===== config.mk =====
export PLATFORM = sky130hd
export DESIGN_NAME = asq_core
export DESIGN_NICKNAME = d
export VERILOG_FILES = /design/src/asq_pkg.sv /design/src/asq_core.sv
export SDC_FILE = /design/constraint.sdc
export NUM_CORES = 1
export LEC_CHECK = 0
export BUFFER_PORTS_ARGS = -buffer_cell sky130_fd_sc_hd__buf_2
export CAP_MARGIN = 20
export CORE_UTILIZATION = 25
export DETAILED_ROUTE_END_ITERATION = 10
export SETUP_SLACK_MARGIN = 0.1
export SYNTH_ARGS = -nofsm -noshare
export SYNTH_HDL_FRONTEND = slang
export SYNTH_SLANG_ARGS = --single-unit

===== constraint.sdc =====
create_clock -name aclk -period 3.85 [get_ports aclk]
set_clock_uncertainty 0.15 [all_clocks]
set_input_delay 0.5775 -clock aclk [delete_from_list [all_inputs] [get_ports aclk]]
set_output_delay 0.5775 -clock aclk [all_outputs]
set_load 0.01 [all_outputs]

===== src/asq_pkg.sv =====
/*
 * constants for the converter sequencer and result transfer unit:
 * register offsets, control and status field positions, reset values,
 * sample and conversion cycle counts, modes and sequencer states.
 * assumes a 32-bit AXI4-Lite register bus and word-aligned offsets.
 */
package asq_pkg;
   // ***************************************************
   // register byte offsets
   // ***************************************************
   localparam logic [7:0] OFF_CTRL = 8'h00;
   localparam logic [7:0] OFF_STAT = 8'h04;
   localparam logic [7:0] OFF_RES = 8'h08;
   localparam logic [7:0] OFF_CNT = 8'h0C;
   localparam logic [7:0] OFF_SA = 8'h10;
   // control field positions
   localparam int C_EN = 0;
   localparam int C_SW = 1;
   localparam int C_SRC = 2;
   localparam int C_INV = 4;
   localparam int C_SHT = 5;
   localparam int C_MODE = 7;
   localparam int C_MSC = 9;
   localparam int C_CH = 10;
   localparam int C_DIV = 14;
   localparam int C_TB = 17;
   // status field positions
   localparam int S_BUSY = 0;
   localparam int S_DONE = 1;
   localparam int S_B1 = 2;
   localparam int S_DTC = 3;
   localparam int S_CH = 4;
   // ***************************************************
   // reset values and timing counts
   // ***************************************************
   localparam logic [31:0] CTRL_RST = 32'h00000000;
   localparam logic [15:0] SA_RST = 16'h0200;
   localparam logic [7:0] CNT_RST = 8'h00;
   localparam logic [6:0] SMP_CYC0 = 7'h04;
   localparam logic [6:0] SMP_CYC1 = 7'h08;
   localparam logic [6:0] SMP_CYC2 = 7'h10;
   localparam logic [6:0] SMP_CYC3 = 7'h40;
   localparam logic [6:0] CONV_CYC = 7'h0B;
   localparam logic [1:0] RESP_OK = 2'b00;
   localparam logic [1:0] RESP_ERR = 2'b10;
   // conversion modes
   localparam logic [1:0] M_SINGLE = 2'b00;
   localparam logic [1:0] M_SEQ = 2'b01;
   localparam logic [1:0] M_REP = 2'b10;
   localparam logic [1:0] M_REPSEQ = 2'b11;
   // sequencer states
   typedef enum logic [1:0] {ST_IDLE = 2'b00, ST_SAMP = 2'b01, ST_CONV = 2'b11} asq_state_t;
endpackage


===== src/asq_core.sv =====
/*
 * converter sequencer with trigger select, sample timer, conversion
 * timer, four conversion modes and a one/two block result transfer unit.
 * assumes: sar_data is stable from the analog core on aclk, timer
 * compare inputs are asynchronous, the memory bus accepts one write.
 */
// Implementation choices: the AXI4-Lite register port and the register addresses.
`timescale 1ns/1ps
// Function
// - trigger rising edge, selectable source, invertible
// - sample period 4, 8, 16 or 64
// - sampling active exactly the sample period
// - sampling end starts 11-cycle conversion
// - two-bit field selects four modes
// - single mode, retrigger or enable toggle
// - sequence steps down, stops after zero
// - repeat mode converts one channel forever
// - repeat sequence restarts on next trigger, at once if multi-conversion bit set
// - auto conversions ignore further trigger edges
// - single mode enable clear aborts immediately
// - repeat single stops after current conversion
// - sequence modes stop at sequence end
// - mode zero plus enable clear halts
// - nonzero count enables one transfer per result
// - one transfer cycle halts processor once
// - one block spans start to 2n-2
// - pointer plus two, counter minus one
// - one block stops at zero, sets done
// - block one full, reload, fill block two
// - block two full clears block-one flag
// - enable needed; control fields locked while enabled, count and start address while busy
// - without transfers done sets per result
module asq_core
   import asq_pkg::*;
(
   input wire logic aclk, // system clock
   input wire logic aresetn, // sync reset, low
   input wire logic [7:0] awaddr, // write address
   input wire logic awvalid, // write address valid
   output logic awready, // write address ready
   input wire logic [31:0] wdata, // write data
   input wire logic [3:0] wstrb, // byte enables
   input wire logic wvalid, // write data valid
   output logic wready, // write data ready
   output logic [1:0] bresp, // write response
   output logic bvalid, // write response valid
   input wire logic bready, // write response ready
   input wire logic [7:0] araddr, // read address
   input wire logic arvalid, // read address valid
   output logic arready, // read address ready
   output logic [31:0] rdata, // read data
   output logic [1:0] rresp, // read response
   output logic rvalid, // read data valid
   input wire logic rready, // read data ready
   input wire logic [2:0] timer_cmp, // async timer triggers
   input wire logic [9:0] sar_data, // converter result
   output logic sampling_active, // sample window
   output logic converting, // conversion running
   output logic [3:0] channel_out, // selected channel
   output logic result_load, // result loaded pulse
   output logic mem_we, // memory write pulse
   output logic [15:0] mem_addr, // memory byte address
   output logic [15:0] mem_wdata, // memory write word
   output logic cpu_halt // processor stall pulse
);
   // ***************************************************
   // declarations
   // ***************************************************
   asq_state_t state_q, state_d;
   logic [31:0] ctrl_q;
   logic sw_q, armed_q, seq_q, pend_q, trig_q;
   logic [2:0] t1_q, t2_q, dcnt_q;
   logic [6:0] cnt_q, cnt_d;
   logic [3:0] ch_q, ch_d;
   logic [9:0] res_q;
   logic load_q;
   logic [7:0] ncnt_q, tc_q;
   logic [15:0] sa_q, ptr_q, addr_q, mwd_q;
   logic blk2_q, b1_q, stop_q, done_q, init_q, we_q;
   logic aw_h_q, w_h_q, bv_q, rv_q;
   logic [7:0] wa_q;
   logic [31:0] wd_q, rd_q;
   logic [3:0] ws_q;
   logic [1:0] br_q, rr_q;

   // byte-lane merge of a bus write
   function automatic logic [31:0] asq_merge(input logic [31:0] o, input logic [31:0] n, input logic [3:0] s);
      logic [31:0] r;
      r = o;
      for (int i = 0; i < 4; i++)
      begin
         if (s[i])
         begin
            r[i*8+:8] = n[i*8+:8];
         end
      end
      return r;
   endfunction

   // ***************************************************
   // register bus decode
   // ***************************************************
   wire wr_fire = aw_h_q & w_h_q & ~bv_q;
   wire wr_ctrl = wr_fire & (wa_q == OFF_CTRL);
   wire wr_stat = wr_fire & (wa_q == OFF_STAT);
   wire wr_cnt = wr_fire & (wa_q == OFF_CNT);
   wire wr_sa = wr_fire & (wa_q == OFF_SA);
   wire wr_hit = wr_ctrl | wr_stat | wr_cnt | wr_sa | (wr_fire & (wa_q == OFF_RES));
   wire ar_fire = arvalid & ~rv_q;
   wire [31:0] wmerge = asq_merge(ctrl_q, wd_q, ws_q);
   // start address merge; only the low half is a register
   wire [31:0] sa_merge = asq_merge({16'h0000, sa_q}, wd_q, ws_q);
   wire [31:0] stat_v;
   wire ar_hit = (araddr == OFF_CTRL) | (araddr == OFF_STAT) | (araddr == OFF_RES) |
                 (araddr == OFF_CNT) | (araddr == OFF_SA);
   wire [31:0] rd_v = (araddr == OFF_CTRL) ? ctrl_q :
                      (araddr == OFF_STAT) ? stat_v :
                      (araddr == OFF_RES) ? {22'h0, res_q} :
                      (araddr == OFF_CNT) ? {24'h000000, ncnt_q} :
                      (araddr == OFF_SA) ? {16'h0000, sa_q} : 32'h00000000;
   assign awready = ~aw_h_q & ~bv_q;
   assign wready = ~w_h_q & ~bv_q;
   assign arready = ~rv_q;
   assign bvalid = bv_q;
   assign bresp = br_q;
   assign rvalid = rv_q;
   assign rdata = rd_q;
   assign rresp = rr_q;

   // write channel capture, either order
   always_ff @(posedge aclk)
   begin
      if (!aresetn)
      begin
         aw_h_q <= 1'b0;
         w_h_q <= 1'b0;
         bv_q <= 1'b0;
         br_q <= RESP_OK;
         wa_q <= 8'h00;
         wd_q <= 32'h00000000;
         ws_q <= 4'h0;
      end
      else
      begin
         if (awvalid & awready)
         begin
            aw_h_q <= 1'b1;
            wa_q <= awaddr;
         end
         if (wvalid & wready)
         begin
            w_h_q <= 1'b1;
            wd_q <= wdata;
            ws_q <= wstrb;
         end
         if (wr_fire)
         begin
            aw_h_q <= 1'b0;
            w_h_q <= 1'b0;
            bv_q <= 1'b1;
            br_q <= wr_hit ? RESP_OK : RESP_ERR;
         end
         else if (bv_q & bready)
         begin
            bv_q <= 1'b0;
         end
      end
   end

   // read channel, one cycle answer
   always_ff @(posedge aclk)
   begin
      if (!aresetn)
      begin
         rv_q <= 1'b0;
         rd_q <= 32'h00000000;
         rr_q <= RESP_OK;
      end
      else if (ar_fire)
      begin
         rv_q <= 1'b1;
         rd_q <= rd_v;
         rr_q <= ar_hit ? RESP_OK : RESP_ERR;
      end
      else if (rv_q & rready)
      begin
         rv_q <= 1'b0;
      end
   end

   // ***************************************************
   // control fields and trigger path
   // ***************************************************
   wire en = ctrl_q[C_EN];
   wire [1:0] src = ctrl_q[C_SRC+:2];
   wire [1:0] sht = ctrl_q[C_SHT+:2];
   wire [1:0] mode = ctrl_q[C_MODE+:2];
   wire multi_conversion_bit = ctrl_q[C_MSC];
   wire [3:0] chsel = ctrl_q[C_CH+:4];
   wire [2:0] div = ctrl_q[C_DIV+:3];
   wire busy = (state_q != ST_IDLE) | seq_q;
   wire trig_raw = (src == 2'd0) ? sw_q : t2_q[src - 2'd1];
   wire trig = trig_raw ^ ctrl_q[C_INV];
   wire msc_run = multi_conversion_bit & (mode != M_SINGLE) & busy;
   wire edge_ok = trig & ~trig_q & ~msc_run;
   // conversion clock: aclk divided by div+1
   wire tick = (dcnt_q == div);
   wire abort = ~en & (mode == M_SINGLE);
   wire accept = tick & pend_q & ((en & armed_q) | seq_q) & (state_q == ST_IDLE) & ~abort;
   wire endc = (state_q == ST_CONV) & tick & (cnt_q == 7'h00) & ~abort;
   wire [6:0] smp = (sht == 2'd0) ? SMP_CYC0 : (sht == 2'd1) ? SMP_CYC1 :
                    (sht == 2'd2) ? SMP_CYC2 : SMP_CYC3;

   // control register; most fields locked while enabled
   always_ff @(posedge aclk)
   begin
      if (!aresetn)
      begin
         ctrl_q <= CTRL_RST;
      end
      else if (wr_ctrl)
      begin
         if (!en)
         begin
            ctrl_q <= {wmerge[31:2], 1'b0, wmerge[C_EN]};
         end
         else
         begin
            ctrl_q[C_EN] <= wmerge[C_EN];
            if (!wmerge[C_EN])
            begin
               ctrl_q[C_MODE+:2] <= wmerge[C_MODE+:2];
            end
         end
      end
   end

   // trigger synchronisers, edge latch, enable toggle
   always_ff @(posedge aclk)
   begin
      if (!aresetn)
      begin
         t1_q <= 3'h0;
         t2_q <= 3'h0;
         trig_q <= 1'b0;
         pend_q <= 1'b0;
         sw_q <= 1'b0;
         armed_q <= 1'b0;
         dcnt_q <= 3'h0;
      end
      else
      begin
         t1_q <= timer_cmp;
         t2_q <= t1_q;
         trig_q <= trig;
         dcnt_q <= tick ? 3'h0 : dcnt_q + 3'h1;
         // edge waits for a tick; dropped while disabled unless a sequence is running (seq_q)
         pend_q <= ((pend_q & ~accept & ~abort) | edge_ok) & (en | seq_q);
         // convert bit self-clears once its sample begins
         sw_q <= (wr_ctrl & ws_q[0] & wd_q[C_SW]) | (sw_q & ~accept);
         if (!en)
         begin
            armed_q <= 1'b1;
         end
         else if (endc & (src != 2'd0) & ~mode[1] & (~mode[0] | (ch_q == 4'h0)))
         begin
            armed_q <= 1'b0;
         end
      end
   end

   // ***************************************************
   // sequencer
   // ***************************************************
   wire last_ch = (ch_q == 4'h0);
   wire m_seq = mode[0];
   wire m_rep = mode[1];
   wire stop_c = (~m_seq & ~m_rep) | (m_seq & ~m_rep & last_ch) | (m_rep & ~en & (~m_seq | last_ch));
   wire auto_c = ~stop_c & multi_conversion_bit;

   always_comb
   begin
      state_d = state_q;
      cnt_d = cnt_q;
      ch_d = ch_q;
      unique case (state_q)
         ST_IDLE:
         begin
            if (accept)
            begin
               state_d = ST_SAMP;
               cnt_d = smp - 7'h01;
               ch_d = seq_q ? ch_q : chsel;
            end
         end
         ST_SAMP:
         begin
            if (tick)
            begin
               cnt_d = cnt_q - 7'h01;
               if (cnt_q == 7'h00)
               begin
                  state_d = ST_CONV;
                  cnt_d = CONV_CYC - 7'h01;
               end
            end
         end
         ST_CONV:
         begin
            if (tick)
            begin
               cnt_d = cnt_q - 7'h01;
               if (cnt_q == 7'h00)
               begin
                  state_d = auto_c ? ST_SAMP : ST_IDLE;
                  cnt_d = smp - 7'h01;
                  if (m_seq)
                  begin
                     ch_d = last_ch ? chsel : ch_q - 4'h1;
                  end
               end
            end
         end
      endcase
      if (abort)
      begin
         state_d = ST_IDLE;
      end
   end

   // state, counters and result register
   always_ff @(posedge aclk)
   begin
      if (!aresetn)
      begin
         state_q <= ST_IDLE;
         cnt_q <= 7'h00;
         ch_q <= 4'h0;
         seq_q <= 1'b0;
         res_q <= 10'h000;
         load_q <= 1'b0;
      end
      else
      begin
         state_q <= state_d;
         cnt_q <= cnt_d;
         ch_q <= ch_d;
         load_q <= endc;
         if (abort)
         begin
            seq_q <= 1'b0;
         end
         else if (endc)
         begin
            seq_q <= m_seq & ~last_ch;
         end
         if (endc)
         begin
            res_q <= sar_data;
         end
      end
   end

   assign sampling_active = (state_q == ST_SAMP);
   assign converting = (state_q == ST_CONV);
   assign channel_out = ch_q;
   assign result_load = load_q;

   // ***************************************************
   // result transfer unit
   // ***************************************************
   // active while count nonzero
   wire dtc_on = (ncnt_q != 8'h00);
   wire xfer = endc & dtc_on & ~stop_q & (tc_q != 8'h00) & ~init_q;
   wire blk_end = xfer & (tc_q == 8'h01);
   wire done_set = (endc & ~dtc_on) | blk_end;
   wire done_clr = wr_stat & ws_q[0] & wd_q[S_DONE];
   assign stat_v = {24'h000000, ch_q, dtc_on, b1_q, done_q, busy};

   // count and start address; config only while idle
   always_ff @(posedge aclk)
   begin
      if (!aresetn)
      begin
         ncnt_q <= CNT_RST;
         sa_q <= SA_RST;
         init_q <= 1'b0;
      end
      else
      begin
         init_q <= (wr_cnt | wr_sa) & ~busy;
         if (wr_cnt & ~busy & ws_q[0])
         begin
            ncnt_q <= wd_q[7:0];
         end
         if (wr_sa & ~busy)
         begin
            sa_q <= sa_merge[15:0];
         end
      end
   end

   // pointer, counter, block flags, memory write
   always_ff @(posedge aclk)
   begin
      if (!aresetn)
      begin
         ptr_q <= SA_RST;
         tc_q <= CNT_RST;
         blk2_q <= 1'b0;
         b1_q <= 1'b0;
         stop_q <= 1'b1;
         done_q <= 1'b0;
         we_q <= 1'b0;
         addr_q <= 16'h0000;
         mwd_q <= 16'h0000;
      end
      else
      begin
         // set wins over software clear
         done_q <= done_set | (done_q & ~done_clr);
         // one cycle write, one cycle stall
         we_q <= xfer;
         if (init_q)
         begin
            ptr_q <= sa_q;
            tc_q <= ncnt_q;
            blk2_q <= 1'b0;
            stop_q <= 1'b0;
         end
         else if (xfer)
         begin
            addr_q <= ptr_q;
            mwd_q <= {6'h00, sar_data};
            ptr_q <= ptr_q + 16'h0002;
            tc_q <= tc_q - 8'h01;
            if (blk_end)
            begin
               if (ctrl_q[C_TB] & ~blk2_q)
               begin
                  // block one full, fill block two
                  blk2_q <= 1'b1;
                  b1_q <= 1'b1;
                  tc_q <= ncnt_q;
               end
               else
               begin
                  stop_q <= 1'b1;
                  blk2_q <= 1'b0;
                  b1_q <= 1'b0;
               end
            end
         end
      end
   end

   assign mem_we = we_q;
   assign cpu_halt = we_q;
   assign mem_addr = addr_q;
   assign mem_wdata = mwd_q;
endmodule


==> flow_summary.yaml, run 1 <==
run_status:
  status: "finished, final reports clean"
synthesis:
  synth_area_sq_um: 10010
  yosysWarnings: 0
  syn_area_per_cell_sq_um: 8.266
  synth_ff_type: "dfxtp_1"
  syn_inst: 1211
  synth_cell_types: 64
  synth_top_area_frac: 0.4620
  synth_area_leader_cell: "dfxtp_1"
  synthTopCellsByArea: "dfxtp_1, nand2_1, a21oi_1"
  ys_seq_area_frac: 0.4620
  synth-edff-count: 0
  ys_seq_elements: 231
  async_flop_share: 0
layout:
  design_area_sq_um: 12190
  postLayoutCoreUtil: 0.3119
  syn_to_final_growth_pct: 21.81
  final.fill_count: 4152
  drive_gt1_frac: 0.1772
  final_cell_mix: "nand2_1, dfxtp_1, buf_2"
  fin_nets: 1409
  final_common_cell: "nand2_1"
  final_cells: 1870
floorplanning:
  num_io_pins: 154
  start_util: 0.2560
  design.die.area_sq_um: 40840
  die_x_um: 202.1
  num_rows: 72
  die_h_um: 202.1
  design.core.area_sq_um: 39100
setup_path:
  crit_buf_inv: 1
  path_class: "reg -> reg"
  crit_arrival_ns: 3.37
  reg2reg_from: "cnt_q[0]"
  cp.required_ns: 4.15
  endpoint_kind: "register"
  crit_fanout: 11
  cpMaxStageDelayCell: "or4_1"
  path_delay_family: "simple AND/OR/NAND/NOR gates"
  start_kind: "register"
  max_stage_delay_ns: 0.60
  crit_start: "cnt_q[0]"
  crit_chain: "inv_1 > ha_1 > or4b_4 > nor4_4 > nand3_1 > or4_1 > a311oi_1"
clocking:
  cts_tree: "built"
  clkTransAtPathRegs_ns: 0.06
  post_cts_resized: 0
  cts_buffer_depth: 3
  postCtsSetupBuffers: 0
  clock-sinks: 231
  ctsHoldBuffers: 0
  numCtsBuffers: 26
  clk_latency_ns: 0.56
  root_buffer: "clkbuf_16"
  h-tree-depth: 1
min_path:
  holdCritPathClass: "in -> reg"
  min_from: "rready"
route:
  ant_nets: 0
  first_iter_violations: 803
  vias_per_cell: 4.923
  dr_total_vias: 9206
  dr.pass1.iters: 5
  routedWlPerCell_um: 16.45
  wl_mm: 30.77
  drc: 0
placement:
  place_area_sq_um: 11240
  numPortBuffers: 145
  place_inst: 1819
  dp_hpwl_mm: 22.10
  pre_cts_ws_ns: 0.8133
  gp_congestion: 0.8722
global_routing:
  grt_pass1_vias: 8830
  antenna_found_initial: 3
  grt_usage: 0.1483
  grt_overflow: 0
  grt_max_degree: 80
  grt_pass1_wl_mm: 48.96
pwr:
  p_leak_uw: 0.004958
  peakVddDrop_uv: 338.4
  p_per_area_nw_per_um2: 446.3
timing:
  setup_viol: 0
  hold_viol: 0
  period_needed_ns: 3.067
  clock.fmax_mhz: 326.0
  timing.slew.headroom: 0.3934
  worst_pin_slew_ns: 0.9058
  maxSlewViolCount: 0
  post-route-period-util: 0.7967
  fin_ws_ns: 0.7827
  tns_ns: 0
  rsz0062_at_grt: "false"
job:
  cap_violations: 0
-- stage by stage --
step           power, uW  hold slack (ns)
2_1_floorplan       2706           0.2619
5_1_grt             5624          0.06997
3_3_place_gp        2828           0.2721
6_report            5442          0.06961
3_5_place_dp        2831           0.2712
4_1_cts             5492          0.05519
-- path summary, 6_finish.rpt --
| kind | end | slack (ns) | depth (start not counted) |
|---|---|---|---|
| setup / recovery | ptr_q[6] | 0.78 | 7 |
| hold / removal | rvalid | 0.07 | 2 |
| setup reg to reg | ptr_q[6] | 0.78 | 7 |
| hold reg to reg | t2_q[0] | 0.28 | 1 |
-- logic make-up (layout without fill, tap and decap cells) --
| logic type | Yosys count | count (layout) | share of synthesized area |
|---|---|---|---|
| buffers and inverters | 101 | 232 | 0.04175 |
| muxes | 74 | 74 | 0.07488 |
| adders and majority gates | 8 | 8 | 0.01000 |
| DFF | 231 | 231 | 0.4620 |
| xor gates and xnor gates | 12 | 12 | 0.01050 |
| other | 1 | 11 | 0.0003746 |
| and+or+nand+nor | 513 | 513 | 0.2345 |
| AOI/OAI and AO/OA | 271 | 271 | 0.1660 |
-- cell type report --
type | count | area (sq um) | area share
repair buffers | 165 | 900.9 | 0.07388
well taps | 518 | 648.1 | 0.05316
diodes | 3 | 7.507 | 0.0006157
multi-input cells | 886 | 4996 | 0.4097
clock buffers | 30 | 705.7 | 0.05788
flip-flops and latches | 231 | 4624 | 0.3793
inverters | 19 | 73.82 | 0.006054
clock inverters | 18 | 236.5 | 0.01939
-- Yosys cell counts, types with 13 or more instances --
master and count:
a21oi_1 138, a31oi_1 14, clkbuf_1 63, dfxtp_1 231, inv_1 18, mux2i_1 67
nand2_1 253, nand2b_1 15, nand3_1 33, nand4_1 16, nor2_1 102, nor3_1 17
o2111ai_1 13, o21ai_0 35
-- where the power goes --
part | switching [uW] | total, uW | internal, uW
Clock | 1070 | 2670 | 1600
Combinational | 189 | 287 | 97.9
Sequential | 47.3 | 2490 | 2440
-- flip-flops by register name, summed over array words and instances, names as in the netlist, 2 cells and up --
register,cells
wa_q,8
dcnt_q,3
rdata,32
ptr_q,16
wd_q,32
ctrl_q,31
sa_q,16
t1_q,3
mem_addr,16
tc_q,8
res_q,10
state_q,2
mem_wdata,10
ncnt_q,8
t2_q,3
ws_q,4
cnt_q,7
channel_out,4
-- metal layers --
metal | vias to the layer above | global-route usage | share of wire
li1 | 4496 | - | -
met1 | 4390 | 0.1975 | 0.46
met2 | 271 | 0.2414 | 0.45
met3 | 47 | 0.03467 | 0.066
met4 | 2 | 0.03491 | 0.020
met5 | - | 0 | 0.00042
-- worst reg2reg max path: stages (launching register included) --
cell,delay (ns)
dfxtp_1,0.34
inv_1,0.09
ha_1,0.26
or4b_4,0.52
nor4_4,0.38
nand3_1,0.38
or4_1,0.60
a311oi_1,0.25
(Power assumes the default switching activity.)
==> inputs of run 2 (changes only) <==
--- a/config.mk
+++ b/config.mk
@@ -5,6 +5,7 @@
 export SDC_FILE = /design/constraint.sdc
 export NUM_CORES = 1
 export LEC_CHECK = 0
+export ABC_AREA = 1
 export BUFFER_PORTS_ARGS = -buffer_cell sky130_fd_sc_hd__buf_2
 export CAP_MARGIN = 20
 export CORE_UTILIZATION = 25
==> constraint.sdc (replaced) <==
create_clock -name aclk -period 3.1 [get_ports aclk]
set_clock_uncertainty 0.15 [all_clocks]
set_input_delay 0.465 -clock aclk [delete_from_list [all_inputs] [get_ports aclk]]
set_output_delay 0.465 -clock aclk [all_outputs]
set_load 0.01 [all_outputs]
==> run 2 against run 1 <==
  * Die area grew 1.1%
  * Clock power grew 26%
  * Register-to-register slack lost 0.12 ns
  * Routed wire length grew 1.7%
  * Largest power group unchanged
==> flow_summary.yaml, run 2 <==
synthesis:
  synth_ff_type: "dfxtp_1"
  syn_inst: 1361
  ys_seq_area_frac: 0.4568
  synth-edff-count: 0
  synth_common_cells: "dfxtp_1, nor2_1, o21ai_0, nand2_1, inv_1"
  async_flop_share: 0
  syn_area_per_cell_sq_um: 7.438
  synth_top_area_frac: 0.4568
  synth_cell_types: 45
  synthTopCellsByArea: "dfxtp_1, o21ai_0, nor2_1"
  ys_seq_elements: 231
  yosysWarnings: 0
  synth_area_sq_um: 10120
  yosysMostFrequentCell: "dfxtp_1"
  synth_area_leader_cell: "dfxtp_1"
setup_path:
  max_stage_delay_ns: 0.50
  timing.rr.end: "tc_q[7]"
  r2r_cells: 11
  regToRegSetupSlack_ns: 0.66
  start_kind: "register"
  crit_arrival_ns: 2.75
  cpMaxStageDelayCell: "nor2_2"
  cp.required_ns: 3.41
  crit_fanout: 15
  reg2reg_from: "cnt_q[0]"
  endpoint_kind: "register"
  path_class: "reg -> reg"
  crit_chain: "inv_1 > ha_1 > nand2_2 > nor2_8 > nand4_4 > nor2_4 > nor2_2 > nor2_1 > o21ai_1 > nor2_1 > nor2_1"
  path_common_cell: "nor2_1"
global_routing:
  grt_overflow: 0
  antenna_found_initial: 5
  grt_max_degree: 107
  grt_usage: 0.1490
  grt_pass1_vias: 8713
  grt_pass1_wl_mm: 48.90
floorplanning:
  start_util: 0.2542
  num_rows: 73
  design.die.area_sq_um: 41300
  die_h_um: 203.2
  design.core.area_sq_um: 39820
  num_io_pins: 154
  die_x_um: 203.2
min_path:
  min_from: "awaddr[1]"
  holdCritPathClass: "in -> reg"
  hold_end: "wa_q[1]"
  hold_depth: 3
layout:
  fin_nets: 1567
  final_cell_mix: "dfxtp_1, nor2_1, o21ai_0"
  drive_gt1_frac: 0.1692
  final_common_cell: "dfxtp_1"
  syn_to_final_growth_pct: 21.62
  final_cells: 2034
  postLayoutCoreUtil: 0.3092
timing:
  rsz0062_at_grt: "false"
  fin_ws_ns: 0.6622
  post-route-period-util: 0.7864
  tns_ns: 0
  timing.slew.headroom: 0.4084
  period_needed_ns: 2.438
  worst_pin_slew_ns: 0.8801
  maxSlewViolCount: 0
  hold_viol: 0
  clock.fmax_mhz: 410.2
  setup_viol: 0
placement:
  place_inst: 1981
  numPortBuffers: 145
  gp_congestion: 0.8635
  dp_hpwl_mm: 22.90
  pre_cts_ws_ns: 0.5755
pwr:
  peakVddDrop_uv: 373.8
  p_per_area_nw_per_um2: 560.1
  power_uw: 6896
  p_leak_uw: 0.005258
route:
  wl_mm: 31.29
  drc: 0
  first_iter_violations: 604
  dr_total_vias: 9352
  ant_nets: 0
  vias_per_cell: 4.598
  routedWlPerCell_um: 15.38
  dr.pass1.iters: 5
clocking:
  clock-sinks: 231
  h-tree-depth: 1
  clkTransAtPathRegs_ns: 0.06
  postCtsSetupBuffers: 0
  cts_buffer_depth: 3
  root_buffer: "clkbuf_16"
  cts_tree: "built"
  clk_latency_ns: 0.53
  numCtsBuffers: 26
run_status:
  status: "finished, final reports clean"
job:
  cap_violations: 0
run 2: cell types whose count changed after synthesis, sizes merged, moves of 34 or more:
cell,delta
o21ai,+159
inv,+148
nor2,+103
nand2,-76
mux2i,-67
nand3,+34
run 2: layout make-up:
| class | instances | area, sq um |
|---|---|---|
| diodes | 2 | 5.005 |
| clock buffers | 41 | 848.3 |
| clock inverters | 7 | 117.6 |
| fillers | 4419 | 27510 |
| inverters | 169 | 634.4 |
| multi-input cells | 899 | 4564 |
| flip-flops and latches | 231 | 4624 |
| well taps | 525 | 656.9 |
| repair buffers | 160 | 860.8 |
run 2: cell families after synthesis:
kind of cell,Yosys count,share of synthesized area
compound gates,372,0.2029
flops,231,0.4568
buf+inv,238,0.09554
simple gates,490,0.2155
other cells,1,0.0003704
xor+xnor,21,0.01891
fa+ha+maj,8,0.009888
run 2: timing repair:
action                    4_1_cts  5_1_grt
hold endpoints to repair        3        0
resized for setup               0        0
hold buffers                    3        0
run 2: worst max-delay path by stage:
| stage | from | cells after the start | to |
|---|---|---|---|
| after floorplan | cnt_q[0] | 12 | b1_q |
| after global placement | araddr[1] | 8 | rdata[6] |
| after detailed placement | araddr[1] | 9 | rdata[28] |
| after CTS | cnt_q[0] | 11 | tc_q[1] |
| after global routing | cnt_q[0] | 11 | tc_q[6] |
| final | cnt_q[0] | 11 | tc_q[7] |
run 2: power breakdown:
part | switching, uW | internal, uW | total (uW)
logic | 267 | 141 | 408
registers | 60.0 | 3060 | 3120
clock network | 1250 | 2120 | 3370
run 2: metrics by stage:
| stage | instance area, sq um | hold slack (ns) |
|---|---|---|
| 2_1_floorplan | 10150 | 0.2405 |
| 3_3_place_gp | 11310 | 0.2522 |
| 3_5_place_dp | 11310 | 0.2534 |
| 4_1_cts | 12310 | 0.01245 |
| 5_1_grt | 12310 | 0.02738 |
| 6_report | 12310 | 0.03116 |
run 2: metal layers:
layer / vias up / track usage / wire (um)
li1: 4722 / - / -
met1: 4314 / 0.2104 / 15360
met2: 255 / 0.2245 / 13250
met3: 55 / 0.02796 / 1707
met4: 6 / 0.05344 / 942
met5: - / 0 / 37
run 2: critical path, delay by kind of cell, from the launching register on:
family	cells	cell delay, ns
and+or+nand+nor	8	1.34
adders and majority gates	1	0.23
DFF	1	0.38
buffers and inverters	1	0.08
AOI/OAI and AO/OA	1	0.19
